--- src/design/lnl_pkg.sv ---
/*
  Constants for the LAN region image loader: word offsets of the region,
  load ranges per reset kind, and the fixed image values.
  Assumes a 16-bit word read port toward the shared flash on the same clock.
*/
package lnl_pkg;
  localparam int unsigned WordAddrW = 7;
  localparam int unsigned WordW = 16;
  // Station address words
  localparam logic [6:0] AddrFirst = 7'h00;
  localparam logic [6:0] AddrLast = 7'h02;
  // Software-owned words, never interpreted
  localparam logic [6:0] SwFirst = 7'h03;
  localparam logic [6:0] SwLast = 7'h09;
  localparam logic [15:0] ImgWord3 = 16'h0800;
  localparam logic [15:0] ImgBlank = 16'hffff;
  // PCI configuration words
  localparam logic [6:0] PciFirst = 7'h0a;
  localparam logic [6:0] PciLast = 7'h10;
  localparam int unsigned PciCount = 7;
  // Shared configuration words
  localparam logic [6:0] ShrFirst = 7'h13;
  localparam logic [6:0] ShrLast = 7'h18;
  localparam int unsigned ShrCount = 6;
  // Checksum word, covering bytes up to this byte offset
  localparam logic [6:0] CsumWord = 7'h3f;
  localparam logic [7:0] CsumLastByte = 8'h7d;
  // PHY configuration for the G3 to S5 transition
  localparam logic [6:0] PhyFirst = 7'h40;
  localparam logic [6:0] PhyLast = 7'h4a;
  localparam int unsigned PhyCount = 11;

  typedef enum logic [2:0] {
    LNL_IDLE = 3'b000,
    LNL_REQ = 3'b001,
    LNL_WAIT = 3'b010,
    LNL_DONE = 3'b011
  } lnl_state_e;
endpackage : lnl_pkg

--- src/design/lnl_loader.sv ---
/*
  LAN region image loader: on a shared or PCI configuration reset request it
  reads the needed words from the region in ascending order and latches them.
  Assumes a flash read port on mclk that answers each request with one
  rdValid pulse some cycles later; reset requests are mclk-domain pulses.
*/
// Functional notes
// RL1: Station address from words 0x00-0x02, low byte first
// RL2: PCI reset reads words 0x0A to 0x10
// RL3: Shared reset reads 0x13-0x18 plus address
// RL4: Words 0x03-0x09 are never interpreted
// RL5: G3-S5 PHY configuration from words 0x40-0x4A
// RL6: Image builder places checksum in word 0x3F
// RL7: Sector and region sizes set by image builder
// RL8: Firmware keeps protected range at zero
// RL9: Shared words fetched on every shared reset
// RL10: PCI words fetched on every PCI reset
// RL11: Ascending fetch, latch, then completion flag
module lnl_loader
  import lnl_pkg::*;
(
  input wire logic mclk,
  input wire logic rst,
  input wire logic clkEn,
  input wire logic sharedResetReq,
  input wire logic pciResetReq,
  output logic rdReq,
  output logic [6:0] rdAddr,
  input wire logic rdValid,
  input wire logic [15:0] rdData,
  output logic [47:0] individualStationAddress,
  output logic [15:0] pciWord [PciCount],
  output logic [15:0] sharedWord [ShrCount],
  output logic [15:0] phyWord [PhyCount],
  output logic loadBusy,
  output logic sharedResetLoaded,
  output logic pciResetLoaded
);
  lnl_state_e state_r;
  logic [6:0] addr_r;
  logic isShared_r;
  logic shrPend_r;
  logic pciPend_r;

  // Next word to fetch for the running load; in a shared load AddrLast and ShrLast jump to later ranges
  // RL4: skips software words
  function automatic logic [6:0] nextWord(input logic [6:0] a, input logic sh);
    if (sh && a == AddrLast) return ShrFirst;
    if (sh && a == ShrLast) return PhyFirst;
    return 7'(a + 7'h01);
  endfunction

  // Last word of a load kind
  function automatic logic lastWord(input logic [6:0] a, input logic sh);
    return sh ? (a == PhyLast) : (a == PciLast);
  endfunction

  // Pending reset requests; a new request during a load is kept, not lost
  always_ff @(posedge mclk) begin
    if (rst) begin
      shrPend_r <= 1'b0;
      pciPend_r <= 1'b0;
    end else if (clkEn) begin
      // RL9: shared reset queued
      if (sharedResetReq)
        shrPend_r <= 1'b1;
      else if (state_r == LNL_IDLE && shrPend_r)
        shrPend_r <= 1'b0;
      // RL10: PCI reset queued
      if (pciResetReq)
        pciPend_r <= 1'b1;
      else if (state_r == LNL_IDLE && !shrPend_r && pciPend_r)
        pciPend_r <= 1'b0;
    end
  end

  // Load sequencer; shared load has priority over PCI load
  always_ff @(posedge mclk) begin
    if (rst) begin
      state_r <= LNL_IDLE;
      addr_r <= AddrFirst;
      isShared_r <= 1'b0;
      rdReq <= 1'b0;
      rdAddr <= AddrFirst;
      loadBusy <= 1'b0;
    end else if (clkEn) begin
      rdReq <= 1'b0;
      case (state_r)
        LNL_IDLE: begin
          if (shrPend_r) begin
            // RL3: shared load starts at the address words
            isShared_r <= 1'b1;
            addr_r <= AddrFirst;
            state_r <= LNL_REQ;
            loadBusy <= 1'b1;
          end else if (pciPend_r) begin
            // RL2: PCI load range start
            isShared_r <= 1'b0;
            addr_r <= PciFirst;
            state_r <= LNL_REQ;
            loadBusy <= 1'b1;
          end
        end
        LNL_REQ: begin
          rdReq <= 1'b1;
          rdAddr <= addr_r;
          state_r <= LNL_WAIT;
        end
        LNL_WAIT: begin
          if (rdValid) begin
            // RL11: ascending order to last word
            if (lastWord(addr_r, isShared_r)) begin
              state_r <= LNL_DONE;
            end else begin
              addr_r <= nextWord(addr_r, isShared_r);
              state_r <= LNL_REQ;
            end
          end
        end
        LNL_DONE: begin
          loadBusy <= 1'b0;
          state_r <= LNL_IDLE;
        end
        default: begin
          state_r <= LNL_IDLE;
          loadBusy <= 1'b0;
        end
      endcase
    end
  end

  // Latch returned words into configuration storage
  always_ff @(posedge mclk) begin
    if (rst) begin
      individualStationAddress <= '0;
      pciWord <= '{default: '0};
      sharedWord <= '{default: '0};
      phyWord <= '{default: '0};
    end else if (clkEn && state_r == LNL_WAIT && rdValid) begin
      // RL1: low half is lower-numbered byte
      if (addr_r <= AddrLast)
        individualStationAddress[addr_r[1:0]*WordW +: WordW] <= rdData;
      // RL2: PCI words stored
      if (addr_r >= PciFirst && addr_r <= PciLast)
        pciWord[3'(addr_r - PciFirst)] <= rdData;
      // RL3: shared words stored
      if (addr_r >= ShrFirst && addr_r <= ShrLast)
        sharedWord[3'(addr_r - ShrFirst)] <= rdData;
      // RL5: PHY configuration stored
      if (addr_r >= PhyFirst && addr_r <= PhyLast)
        phyWord[4'(addr_r - PhyFirst)] <= rdData;
    end
  end

  // Completion flags, cleared when a new matching reset request arrives, unless it arrives in the LNL_DONE cycle of a load of the same kind
  always_ff @(posedge mclk) begin
    if (rst) begin
      sharedResetLoaded <= 1'b0;
      pciResetLoaded <= 1'b0;
    end else if (clkEn) begin
      // RL11: completion after last word
      if (state_r == LNL_DONE && isShared_r)
        sharedResetLoaded <= 1'b1;
      else if (sharedResetReq)
        sharedResetLoaded <= 1'b0;
      if (state_r == LNL_DONE && !isShared_r)
        pciResetLoaded <= 1'b1;
      else if (pciResetReq)
        pciResetLoaded <= 1'b0;
    end
  end

  // Order-check helper: last address requested within the running load
  logic [6:0] prevAddr_r;
  logic havePrev_r;
  always_ff @(posedge mclk) begin
    if (rst) begin
      prevAddr_r <= AddrFirst;
      havePrev_r <= 1'b0;
    end else if (clkEn) begin
      // RL11: forget order between loads
      if (state_r == LNL_IDLE) begin
        havePrev_r <= 1'b0;
      end else if (rdReq) begin
        prevAddr_r <= rdAddr;
        havePrev_r <= 1'b1;
      end
    end
  end
endmodule // lnl_loader

--- config.mk ---
export PLATFORM = sky130hd
export DESIGN_NAME = lnl_loader
export DESIGN_NICKNAME = d
export VERILOG_FILES = /design/src/design/lnl_pkg.sv /design/src/design/lnl_loader.sv
export SDC_FILE = /design/constraint.sdc
export NUM_CORES = 1
export LEC_CHECK = 0
export ABC_AREA = 1
export BUFFER_PORTS_ARGS = -buffer_cell sky130_fd_sc_hd__buf_4
export CAP_MARGIN = 40
export CORE_MARGIN = 3
export CORE_UTILIZATION = 53
export DETAILED_ROUTE_END_ITERATION = 8
export PLACE_DENSITY_LB_ADDON = 0.05
export SKIP_LAST_GASP = 1
export SYNTH_ARGS = -nofsm -noshare
export SYNTH_HDL_FRONTEND = slang
export SYNTH_SLANG_ARGS = --single-unit
--- constraint.sdc ---
create_clock -name mclk -period 2.3 [get_ports mclk]
set_input_delay 0.46 -clock mclk [delete_from_list [all_inputs] [get_ports mclk]]
set_output_delay 0.46 -clock mclk [all_outputs]
set_load 0.005 [all_outputs]
==> results of run 1 <==
routing by layer:
layer  vias up  share of wire
met3       170           0.11
li1       8468              -
met1      8499           0.39
met4         0          0.047
met2       882           0.45
met5         -              0
metrics by stage:
stage | total power [mW] | cell area (µm²) | hold WS, ns
finish | 16.6 | 23300 | 0.215
global route | 17.1 | 23300 | 0.227
CTS | 16.6 | 23100 | 0.194
detailed placement | 9.42 | 21600 | 0.438
global placement | 9.41 | 21600 | 0.435
floorplan | 8.93 | 18000 | 0.439
power by group through the flow:
stage          combinational [mW]  sequential, mW  clock, mW
2_1_floorplan               0.791            8.14          0
3_3_place_gp                 1.27            8.15          0
3_5_place_dp                 1.27            8.15          0
4_1_cts                      1.28            7.98       7.37
5_1_grt                      1.41            7.98       7.67
6_report                     1.32            7.98       7.31
sequential cells by signal, indices dropped and copies added, names as in the netlist:
signal                    cells
addr_r                        7
individualStationAddress     48
isShared_r                    1
loadBusy                      1
pciPend_r                     1
pciResetLoaded                1
pciWord                     112
phyWord                     176
rdAddr                        7
rdReq                         1
sharedResetLoaded             1
sharedWord                   96
shrPend_r                     1
state_r                       2
path summary, 6_finish.rpt:
| check | endpoint | depth (start not counted) |
|---|---|---|
| setup reg to reg | pciWord[53] | 9 |
| hold / removal | sharedResetLoaded | 4 |
| hold reg to reg | individualStationAddress[15] | 2 |
| setup / recovery | pciWord[53] | 9 |
synthesized netlist by cell type, types with 3 or more instances:
library cell / number / share of area
nand2_1: 518 / 0.11
buf_4: 13 / 0.0054
nand3_4: 3 / 0.0029
nand3_1: 244 / 0.068
nand3_2: 6 / 0.0033
nand3b_1: 42 / 0.018
ha_1: 9 / 0.0063
buf_1: 5 / 0.0010
clkbuf_2: 6 / 0.0017
o21ai_0: 37 / 0.010
buf_6: 8 / 0.0050
nor2_2: 15 / 0.0052
inv_1: 99 / 0.021
nand4_1: 104 / 0.036
o21ai_1: 3 / 0.00084
inv_2: 5 / 0.0010
buf_2: 69 / 0.019
a21oi_1: 406 / 0.11
dfxtp_1: 455 / 0.51
nand2_4: 9 / 0.0056
clkbuf_1: 109 / 0.023
nor2_1: 146 / 0.030
cell families (layout without fill, tap and decap cells):
logic type / count (synthesis) / in the layout / share of synthesized area
adders and majority gates: 9 / 9 / 0.00627
AOI/OAI and AO/OA: 447 / 447 / 0.125
DFF: 455 / 455 / 0.507
xor gates and xnor gates: 3 / 3 / 0.00146
and+or+nand+nor: 1094 / 1095 / 0.281
buffers and inverters: 319 / 729 / 0.0794
final cells by class:
cell class                 count  area (µm²)
fill                        2778        9680
timing repair inverter         2        10.0
clock buffer                  71        1380
tap                          442         553
multi-input combinational   1554        7530
timing repair buffer         538        4190
clock inverter                11        87.6
inverter                     107         413
sequential                   455        9110
placed cells by master (no fill, tap or decap), types with 2 or more instances in the layout:
master / n
a21oi_1: 406
buf_12: 7
buf_16: 2
buf_4: 524
buf_6: 4
clkbuf_1: 15
clkbuf_16: 49
clkbuf_8: 7
clkinv_1: 2
clkinv_2: 10
clkinvlp_4: 3
dfxtp_1: 454
ha_1: 8
inv_1: 97
inv_2: 5
nand2_1: 511
nand2_2: 8
nand2_4: 9
nand3_1: 244
nand3_4: 9
nand3b_1: 42
nand4_1: 104
nor2_1: 146
nor2_2: 15
o21ai_0: 37
o21ai_1: 3
xor2_1: 2
worst reg2reg max path, delay by kind of cell (launching register included):
family                     cells  cell delay, ns
DFF                            1            0.34
adders and majority gates      1            0.23
buffers and inverters          1            0.13
and+or+nand+nor                7            1.41
timing repair:
item                                    in CTS  in global routing
buffers inserted                             0                  3
endpoints found under the setup margin       0                350
gates resized for setup                      0                 26
==> run_results.csv, run 1 <==
group,metric,value,unit
status,status,"completed",
timing,max_slew_margin,0.446,
power,internal_power,12.5,mW
die,dieArea,0.0362,mm²
power,p_per_area,714,mW/mm²
synthesis,syn_inst,2327,
layout,syn2layout_area_growth,29.5,%
power,combPwrFrac,0.080,
clock_network,cts-root-buf,"clkbuf_16",
power,vdd_ir_drop_max,0.565,mV
setup_path,path_common_cell,"nor2_1",
synthesis,synth_nets,2358,
global_routing,grt_pass1_wl,95600,µm
setup_path,critPathSlowestCell,"dfxtp_1",
synthesis,syn_avg_cell_area,7.72,µm²
global_routing,grtUsageMet3,0.0991,
synthesis,synth.yosys.seq_area_share,0.507,
route,drcViolationCount,0,
timing,fin_tns_setup,0,ns
layout,final_util,0.706,
die,chipHeight,190,µm
timing,slew_viol_final,0,
global_routing,use_met2,0.524,
global_routing,grt_overflow,0,
layout,final_cell_count_no_fill,3180,
timing,fin_ws,0.102,ns
place,hpwl,42000,µm
clock_network,path_clk_slew,0.06,ns
global_routing,use_met1,0.432,
die,core_area,0.0329,mm²
setup_path,crit_chain,"inv_1 -> ha_1 -> nand3_1 -> nor2_1 -> nand3_1 -> nand2_8 -> nand3_4 -> nor2_1 -> nor2_1",
synthesis,synth_warnings,0,
timing,min_period,2.20,ns
clock_network,h-tree-depth,2,
route,postRouteAntennaNets,0,
clock_network,cts_tree,"built",
power,clockPowerShare,0.440,
layout,layout.nets,2736,
synthesis,synth.distinct_cells,34,
setup_path,cp-start-kind,"flip-flop",
layout,drive_above_1_share,0.243,
setup_path,worstSetupStartpoint,"state_r[0]",
synthesis,synth_ff_type,"dfxtp_1",
setup_path,cp.required,2.73,ns
worst_hold_path,min-delay-start,"sharedResetReq",
clock_network,ctsLongestPathBuffers,3,
route,vias,18000,
setup_path,cp_max_fo,32,
setup_path,crit_family,"simple AND/OR/NAND/NOR gates",
place,dp.cells,3092,
clock_network,cts_hold_buffers,0,
power,power_leakage,9.60,nW
global_routing,grt_pass1_vias,16200,
setup_path,cpPeakStageDelay,0.34,ns
route,wl,64600,µm
power,power_frac_seq,0.480,
route,drt_iter0_drc,1786,
setup_path,path_class,"reg -> reg",
timing,fin_crit_sh,0.956,
setup_path,arrival,2.63,ns
clock_network,cts_sinks,455,
die,num_io_pins,465,
timing,rsz0062_at_grt,"yes",
synthesis,async_flop_share,0,
synthesis,synth_edf_count,0,
global_routing,grt_max_degree,134,
die,fp-row-count,66,
place,place.gp.congestion,0.905,
synthesis,syn_area,0.0180,mm²
power,p_switching,4.16,mW
worst_hold_path,hp-class,"in -> reg",
place,pre_cts_ws,0.0908,ns
setup_path,end_kind,"flip-flop",
timing,finalSetupViolCount,0,
setup_path,r2r-start,"state_r[0]",
flow_run,drv_cap,0,
clock_network,clkLatencyLatePin,0.54,ns
die,dieWidth,190,µm
synthesis,synth_seq_cells,455,
setup_path,cp_num_buf_inv,1,
route,routedWlPerCell,20.3,µm
layout,antenna_cells,0,
die,start_util,0.545,
route,drt-vias-per-instance,5.67,
timing,max_freq,455,MHz
route,firstDrtPassIters,5,
global_routing,track_usage,0.335,
setup_path,rrSetupSlack,0.10,ns
global_routing,grt-busiest-layer,"met2",
timing,skew,0.0170,ns
timing,final_hold_viol_count,0,
timing,worst_pin_slew,0.831,ns
place,port_buffers,464,
power,swShare,0.250,
global_routing,antenna_found_initial,0,
clock_network,cts_buffers,47,
Power figures use the tool's default switching activity.
==> inputs of run 2 (changes only) <==
--- a/config.mk
+++ b/config.mk
@@ -12,6 +12,7 @@
 export CORE_UTILIZATION = 53
 export DETAILED_ROUTE_END_ITERATION = 8
 export PLACE_DENSITY_LB_ADDON = 0.05
+export RECOVER_POWER = 100
 export SKIP_LAST_GASP = 1
 export SYNTH_ARGS = -nofsm -noshare
 export SYNTH_HDL_FRONTEND = slang
==> run 2 against run 1 <==
Effect of this change:
- the run now ends with max-slew violations left
- non-clock buffer count unchanged
- clock skew down 0.0032 ns
- core utilization down 1.8 points
- first-iteration DRC count down 0.11%
- critical path type is now in -> reg
- final area down 2.6%
==> run_results.csv, run 2 (synthesis results as in run 1) <==
group,metric,value,unit
status,status,"finished with violations",
status,violations,"max-slew violations",
route,drt_iter0_drc,1784,
clock_network,cts_hold_buffers,0,
timing,rsz0062_at_grt,"yes",
power,total_power,16.6,mW
layout,seqCellArea,0.00911,mm²
setup_path,end_kind,"flip-flop",
clock_network,cts_buffers,47,
clock_network,cts_sinks,455,
global_routing,track_usage,0.335,
setup_path,cp_max_fo,133,
layout,layout_commonest_cell,"nand2_1",
clock_network,path_clk_slew,0.06,ns
die,fp-row-count,66,
place,place_area,0.0216,mm²
global_routing,use_met1,0.432,
setup_path,cp-start-kind,"input pin",
layout,top_register,"phyWord",
timing,slew_viol_final,133,
global_routing,grt_pass1_wl,95600,µm
layout,largestRegisters,"phyWord x176, pciWord x112, sharedWord x96",
layout,drive_above_1_share,0.188,
global_routing,grt_overflow,0,
timing,fin_crit_sh,0.981,
setup_path,path_class,"in -> reg",
power,power_leakage,8.78,nW
route,wl,64400,µm
layout,largest_reg_flops,176,
global_routing,grtUsageMet3,0.0991,
route,postRouteAntennaNets,0,
timing,max_freq,443,MHz
die,start_util,0.545,
setup_path,arrival,2.61,ns
timing,worst_pin_slew,1.52,ns
global_routing,antenna_found_initial,0,
place,place.gp.congestion,0.905,
route,firstDrtPassIters,5,
place,port_buffers,464,
global_routing,grt_pass1_vias,16200,
layout,multi_input_area,0.00752,mm²
layout,most-common-layout-cells,"512 x nand2_1, 454 x dfxtp_1, 406 x a21oi_1, 302 x clkbuf_4, 244 x nand3_1",
layout,layout.nets,2736,
clock_network,ctsLongestPathBuffers,3,
route,drt-vias-per-instance,5.68,
worst_hold_path,hp-class,"in -> reg",
clock_network,clkLatencyLatePin,0.54,ns
power,vdd_ir_drop_max,0.566,mV
die,core_area,0.0329,mm²
global_routing,grt_max_degree,134,
place,hpwl,42000,µm
timing,min_period,2.26,ns
die,chipHeight,190,µm
die,dieWidth,190,µm
layout,syn2layout_area_growth,26.1,%
global_routing,use_met2,0.524,
layout,fillers,2941,
timing,finalSetupViolCount,0,
flow_run,drv_cap,0,
die,num_io_pins,465,
setup_path,cp.required,2.65,ns
timing,final_hold_viol_count,0,
power,p_per_area,732,mW/mm²
timing,max_slew_margin,-0.0109,
die,dieArea,0.0362,mm²
clock_network,h-tree-depth,2,
global_routing,grt-busiest-layer,"met2",
layout,postLayoutCellArea,0.0227,mm²
route,routedWlPerCell,20.3,µm
clock_network,cts-root-buf,"clkbuf_16",
timing,skew,0.0138,ns
route,vias,18100,
layout,antenna_cells,0,
clock_network,cts_tree,"built",
route,drcViolationCount,0,
[run 2: cell types whose count changed in the layout (fill, tap and decap cells not counted), sizes merged]
cell | before | now
buf | 538 | 83
clkinv | 13 | 12
clkbuf | 71 | 526
inv | 103 | 104
[run 2: layout make-up]
type                       instances  share of cell area
clock buffer                      71              0.0608
clock inverter                    11             0.00386
inverter                         107              0.0182
multi-input combinational       1554               0.332
sequential                       455               0.402
tap                              442              0.0244
timing repair buffer             538               0.159
timing repair inverter             2            0.000386
[run 2: power by group]
part	total, mW	internal (mW)	switching [mW]	leakage, nW
Clock	7.30	4.23	3.07	0.714
Sequential	7.98	7.93	0.0467	3.67
Combinational	1.30	0.270	1.03	4.40
Total	16.6	12.4	4.15	8.78
[run 2: stage by stage]
step,utilization,instances,setup TNS [ns],hold slack [ns],worst slack [ns]
after global routing,0.688,3180,-11.26,0.227,-0.135
after global placement,0.657,3091,0,0.435,0.125
after floorplan,-,2327,0,0.439,0.293
after CTS,0.701,3174,0,0.194,0.0545
after detailed placement,0.657,3092,0,0.438,0.0908
final,0.688,3180,0,0.211,0.0430
[run 2: path summary, 6_finish.rpt]
| path | endpoint | startpoint | slack, ns | cells past startpoint |
|---|---|---|---|---|
| setup / recovery | sharedWord[25] | rst | 0.04 | 3 |
| hold / removal | sharedResetLoaded | sharedResetReq | 0.21 | 4 |
| setup reg to reg | sharedWord[25] | state_r[0] | 0.08 | 9 |
| hold reg to reg | individualStationAddress[15] | individualStationAddress[15] | 0.45 | 2 |
[run 2: layer usage]
layer  up-vias  part of all wire
li1       8470                 -
met5         -                 0
met2       949              0.45
met4         0             0.047
met1      8477              0.38
met3       181              0.11
[run 2: timing repair]
action	in CTS	in global routing
buffers inserted	0	3
hold endpoints to repair	0	0
setup endpoints to repair	0	350
gates resized for setup	0	26
[run 2: worst max-delay path, stage by stage]
cell and delay (ns):
clkbuf_2 0.64, clkbuf_4 1.26, a21oi_1 0.11
==> inputs of run 3 (changes only) <==
--- a/config.mk
+++ b/config.mk
@@ -11,9 +11,10 @@
 export CORE_MARGIN = 3
 export CORE_UTILIZATION = 53
 export DETAILED_ROUTE_END_ITERATION = 8
-export PLACE_DENSITY_LB_ADDON = 0.05
+export PLACE_DENSITY = 0.86
 export RECOVER_POWER = 100
 export SKIP_LAST_GASP = 1
+export SLEW_MARGIN = 20
 export SYNTH_ARGS = -nofsm -noshare
 export SYNTH_HDL_FRONTEND = slang
 export SYNTH_SLANG_ARGS = --single-unit
==> run 3 against run 2 <==
Effect of this change:
- the flow now finishes without violations
- sequential power hardly changed
- final cell count is 0.35% higher
- combinational power is 6% higher
- total power is 1.5% higher
- count of clock-buffer cells in the layout is 2 higher
- via count is 3.2% higher
- setup slack better by 0.039 ns
- register-to-register slack hardly changed
- sequential share of layout area is 0.21 points lower
==> run_results.csv, run 3 (synthesis results as in run 1) <==
group,metric,value,unit
place,port_buffers,464,
clock_network,cts_buffers,46,
power,power_leakage,8.85,nW
global_routing,grt_pass1_vias,17900,
setup_path,path_class,"reg -> reg",
layout,layout.nets,2746,
die,chipHeight,190,µm
layout,drive_above_1_share,0.190,
layout,largestRegisters,"phyWord x176, pciWord x112, sharedWord x96",
die,start_util,0.545,
route,vias,18700,
timing,max_slew_margin,0.485,
worst_hold_path,hp-class,"in -> reg",
route,routedWlPerCell,21.0,µm
die,dieWidth,190,µm
setup_path,crit_family,"buffers and inverters",
die,fp-row-count,66,
setup_path,arrival,2.67,ns
power,p_per_area,738,mW/mm²
route,wl_met1,24500,µm
timing,worst_pin_slew,0.772,ns
layout,final_cell_count_no_fill,3191,
timing,slew_viol_final,0,
timing,skew,0.00890,ns
setup_path,reg2regPathDepth,10,
clock_network,cts_tree,"built",
die,dieArea,0.0362,mm²
layout,top_register,"phyWord",
timing,finalSetupViolCount,0,
setup_path,critPathSlowestCell,"dfxtp_1",
route,drt_iter0_drc,1698,
clock_network,cts-root-buf,"clkbuf_16",
power,vdd_ir_drop_max,0.552,mV
route,firstDrtPassIters,6,
status,status,"completed",
die,num_io_pins,465,
global_routing,grt_overflow,0,
place,place.gp.congestion,0.947,
route,drt-vias-per-instance,5.85,
global_routing,track_usage,0.354,
route,wl,66900,µm
place,dp.cells,3109,
layout,largest_reg_flops,176,
clock_network,cts_sinks,455,
worst_hold_path,min-delay-start,"sharedResetReq",
setup_path,cp-start-kind,"flip-flop",
setup_path,cpPeakStageDelay,0.34,ns
layout,postLayoutCellArea,0.0228,mm²
clock_network,h-tree-depth,2,
timing,min_period,2.22,ns
setup_path,cp.required,2.75,ns
setup_path,cp_max_fo,31,
route,met3_length,7220,µm
power,total_power,16.8,mW
worst_hold_path,hold_end,"shrPend_r",
layout,syn2layout_area_growth,26.8,%
flow_run,drv_cap,0,
route,highest_layer,"met4",
worst_hold_path,min_delay_path_depth,3,
timing,fin_tns_setup,0,ns
clock_network,cts_hold_buffers,0,
timing,fin_crit_sh,0.964,
timing,max_freq,451,MHz
global_routing,grt_pass1_wl,102000,µm
global_routing,antenna_found_initial,0,
route,drcViolationCount,0,
route,dr_wl_met2,30500,µm
global_routing,grt_max_degree,137,
setup_path,end_kind,"flip-flop",
timing,final_hold_viol_count,0,
timing,fin_ws,0.0821,ns
setup_path,timing.rr.end,"phyWord[151]",
setup_path,r2r-start,"state_r[0]",
clock_network,path_clk_slew,0.06,ns
timing,rsz0062_at_grt,"yes",
layout,final_util,0.692,
setup_path,crit_chain,"inv_1 -> ha_2 -> nand3_2 -> nor3_2 -> o21ai_2 -> bufinv_16 -> buf_12 -> buf_4 -> nand3_1 -> a21oi_1",
place,hpwl,44500,µm
layout,antenna_cells,0,
layout,layout_commonest_cell,"nand2_1",
die,core_area,0.0329,mm²
place,pre_cts_ws,-0.0520,ns
clock_network,clkLatencyLatePin,0.54,ns
timing,holdWs,0.212,ns
layout,most-common-layout-cells,"516 x nand2_1, 454 x dfxtp_1, 406 x a21oi_1, 291 x clkbuf_4, 243 x nand3_1",
setup_path,cp_num_buf_inv,4,
clock_network,ctsLongestPathBuffers,3,
route,postRouteAntennaNets,0,
clock_network,cts_setup_buffers,0,
place,place_area,0.0218,mm²
setup_path,rrSetupSlack,0.08,ns
## run 3: cell count changes in the layout (fill, tap and decap cells not counted), moves of 3 or more
cell | previous run | this run
buf_4 | 72 | 97
clkbuf_4 | 302 | 291
clkbuf_8 | 7 | 12
buf_12 | 6 | 10
clkbuf_2 | 4 | 0
clkinv_2 | 9 | 5
nand2_1 | 512 | 516
nand2_2 | 7 | 3
buf_6 | 3 | 0
nand3_2 | 1 | 4
nand3_4 | 9 | 6
## run 3: worst reg2reg max path: stages, from the launching register on
cell       delay (ns)
dfxtp_1          0.34
inv_1            0.14
ha_2             0.24
nand3_2          0.15
nor3_2           0.17
o21ai_2          0.11
bufinv_16        0.28
buf_12           0.20
buf_4            0.18
nand3_1          0.09
a21oi_1          0.22
## run 3: per-layer routing
metal  GRT usage  vias to the layer above
met4       0.210                        0
met2       0.573                     1165
met3      0.0741                      299
li1            -                     8498
met5           0                        -
met1       0.438                     8697
## run 3: cell type report
| type | count | area [µm²] |
|---|---|---|
| Clock buffer | 73 | 1390 |
| Clock inverter | 9 | 105 |
| Fill cell | 2662 | 10200 |
| Inverter | 107 | 434 |
| Multi-Input combinational cell | 1553 | 7480 |
| Sequential cell | 455 | 9110 |
| Tap cell | 442 | 553 |
| Timing Repair Buffer | 552 | 3710 |
## run 3: power by group
group | switching [mW] | leakage [nW] | internal (mW)
combinational | 1.06 | 4.45 | 0.314
sequential | 0.0435 | 3.67 | 7.93
clock | 3.11 | 0.735 | 4.37
total | 4.21 | 8.85 | 12.6
## run 3: worst max path at each step
stage / depth (start not counted) / slack [ns] / end / start
3_5_place_dp: 10 / -0.05 / sharedWord[16] / state_r[0]
3_3_place_gp: 10 / 0.01 / sharedWord[27] / state_r[0]
5_1_grt: 10 / -0.01 / phyWord[151] / state_r[0]
4_1_cts: 10 / 0.03 / sharedWord[94] / state_r[0]
6_report: 10 / 0.08 / phyWord[151] / state_r[0]
2_1_floorplan: 10 / 0.29 / sharedWord[10] / addr_r[0]
## run 3: repair_timing
action / 4_1_cts / 5_1_grt
cloned: 0 / 0
resized for setup: 3 / 10
pin swaps: 0 / 1
setup endpoints to repair: 18 / 277
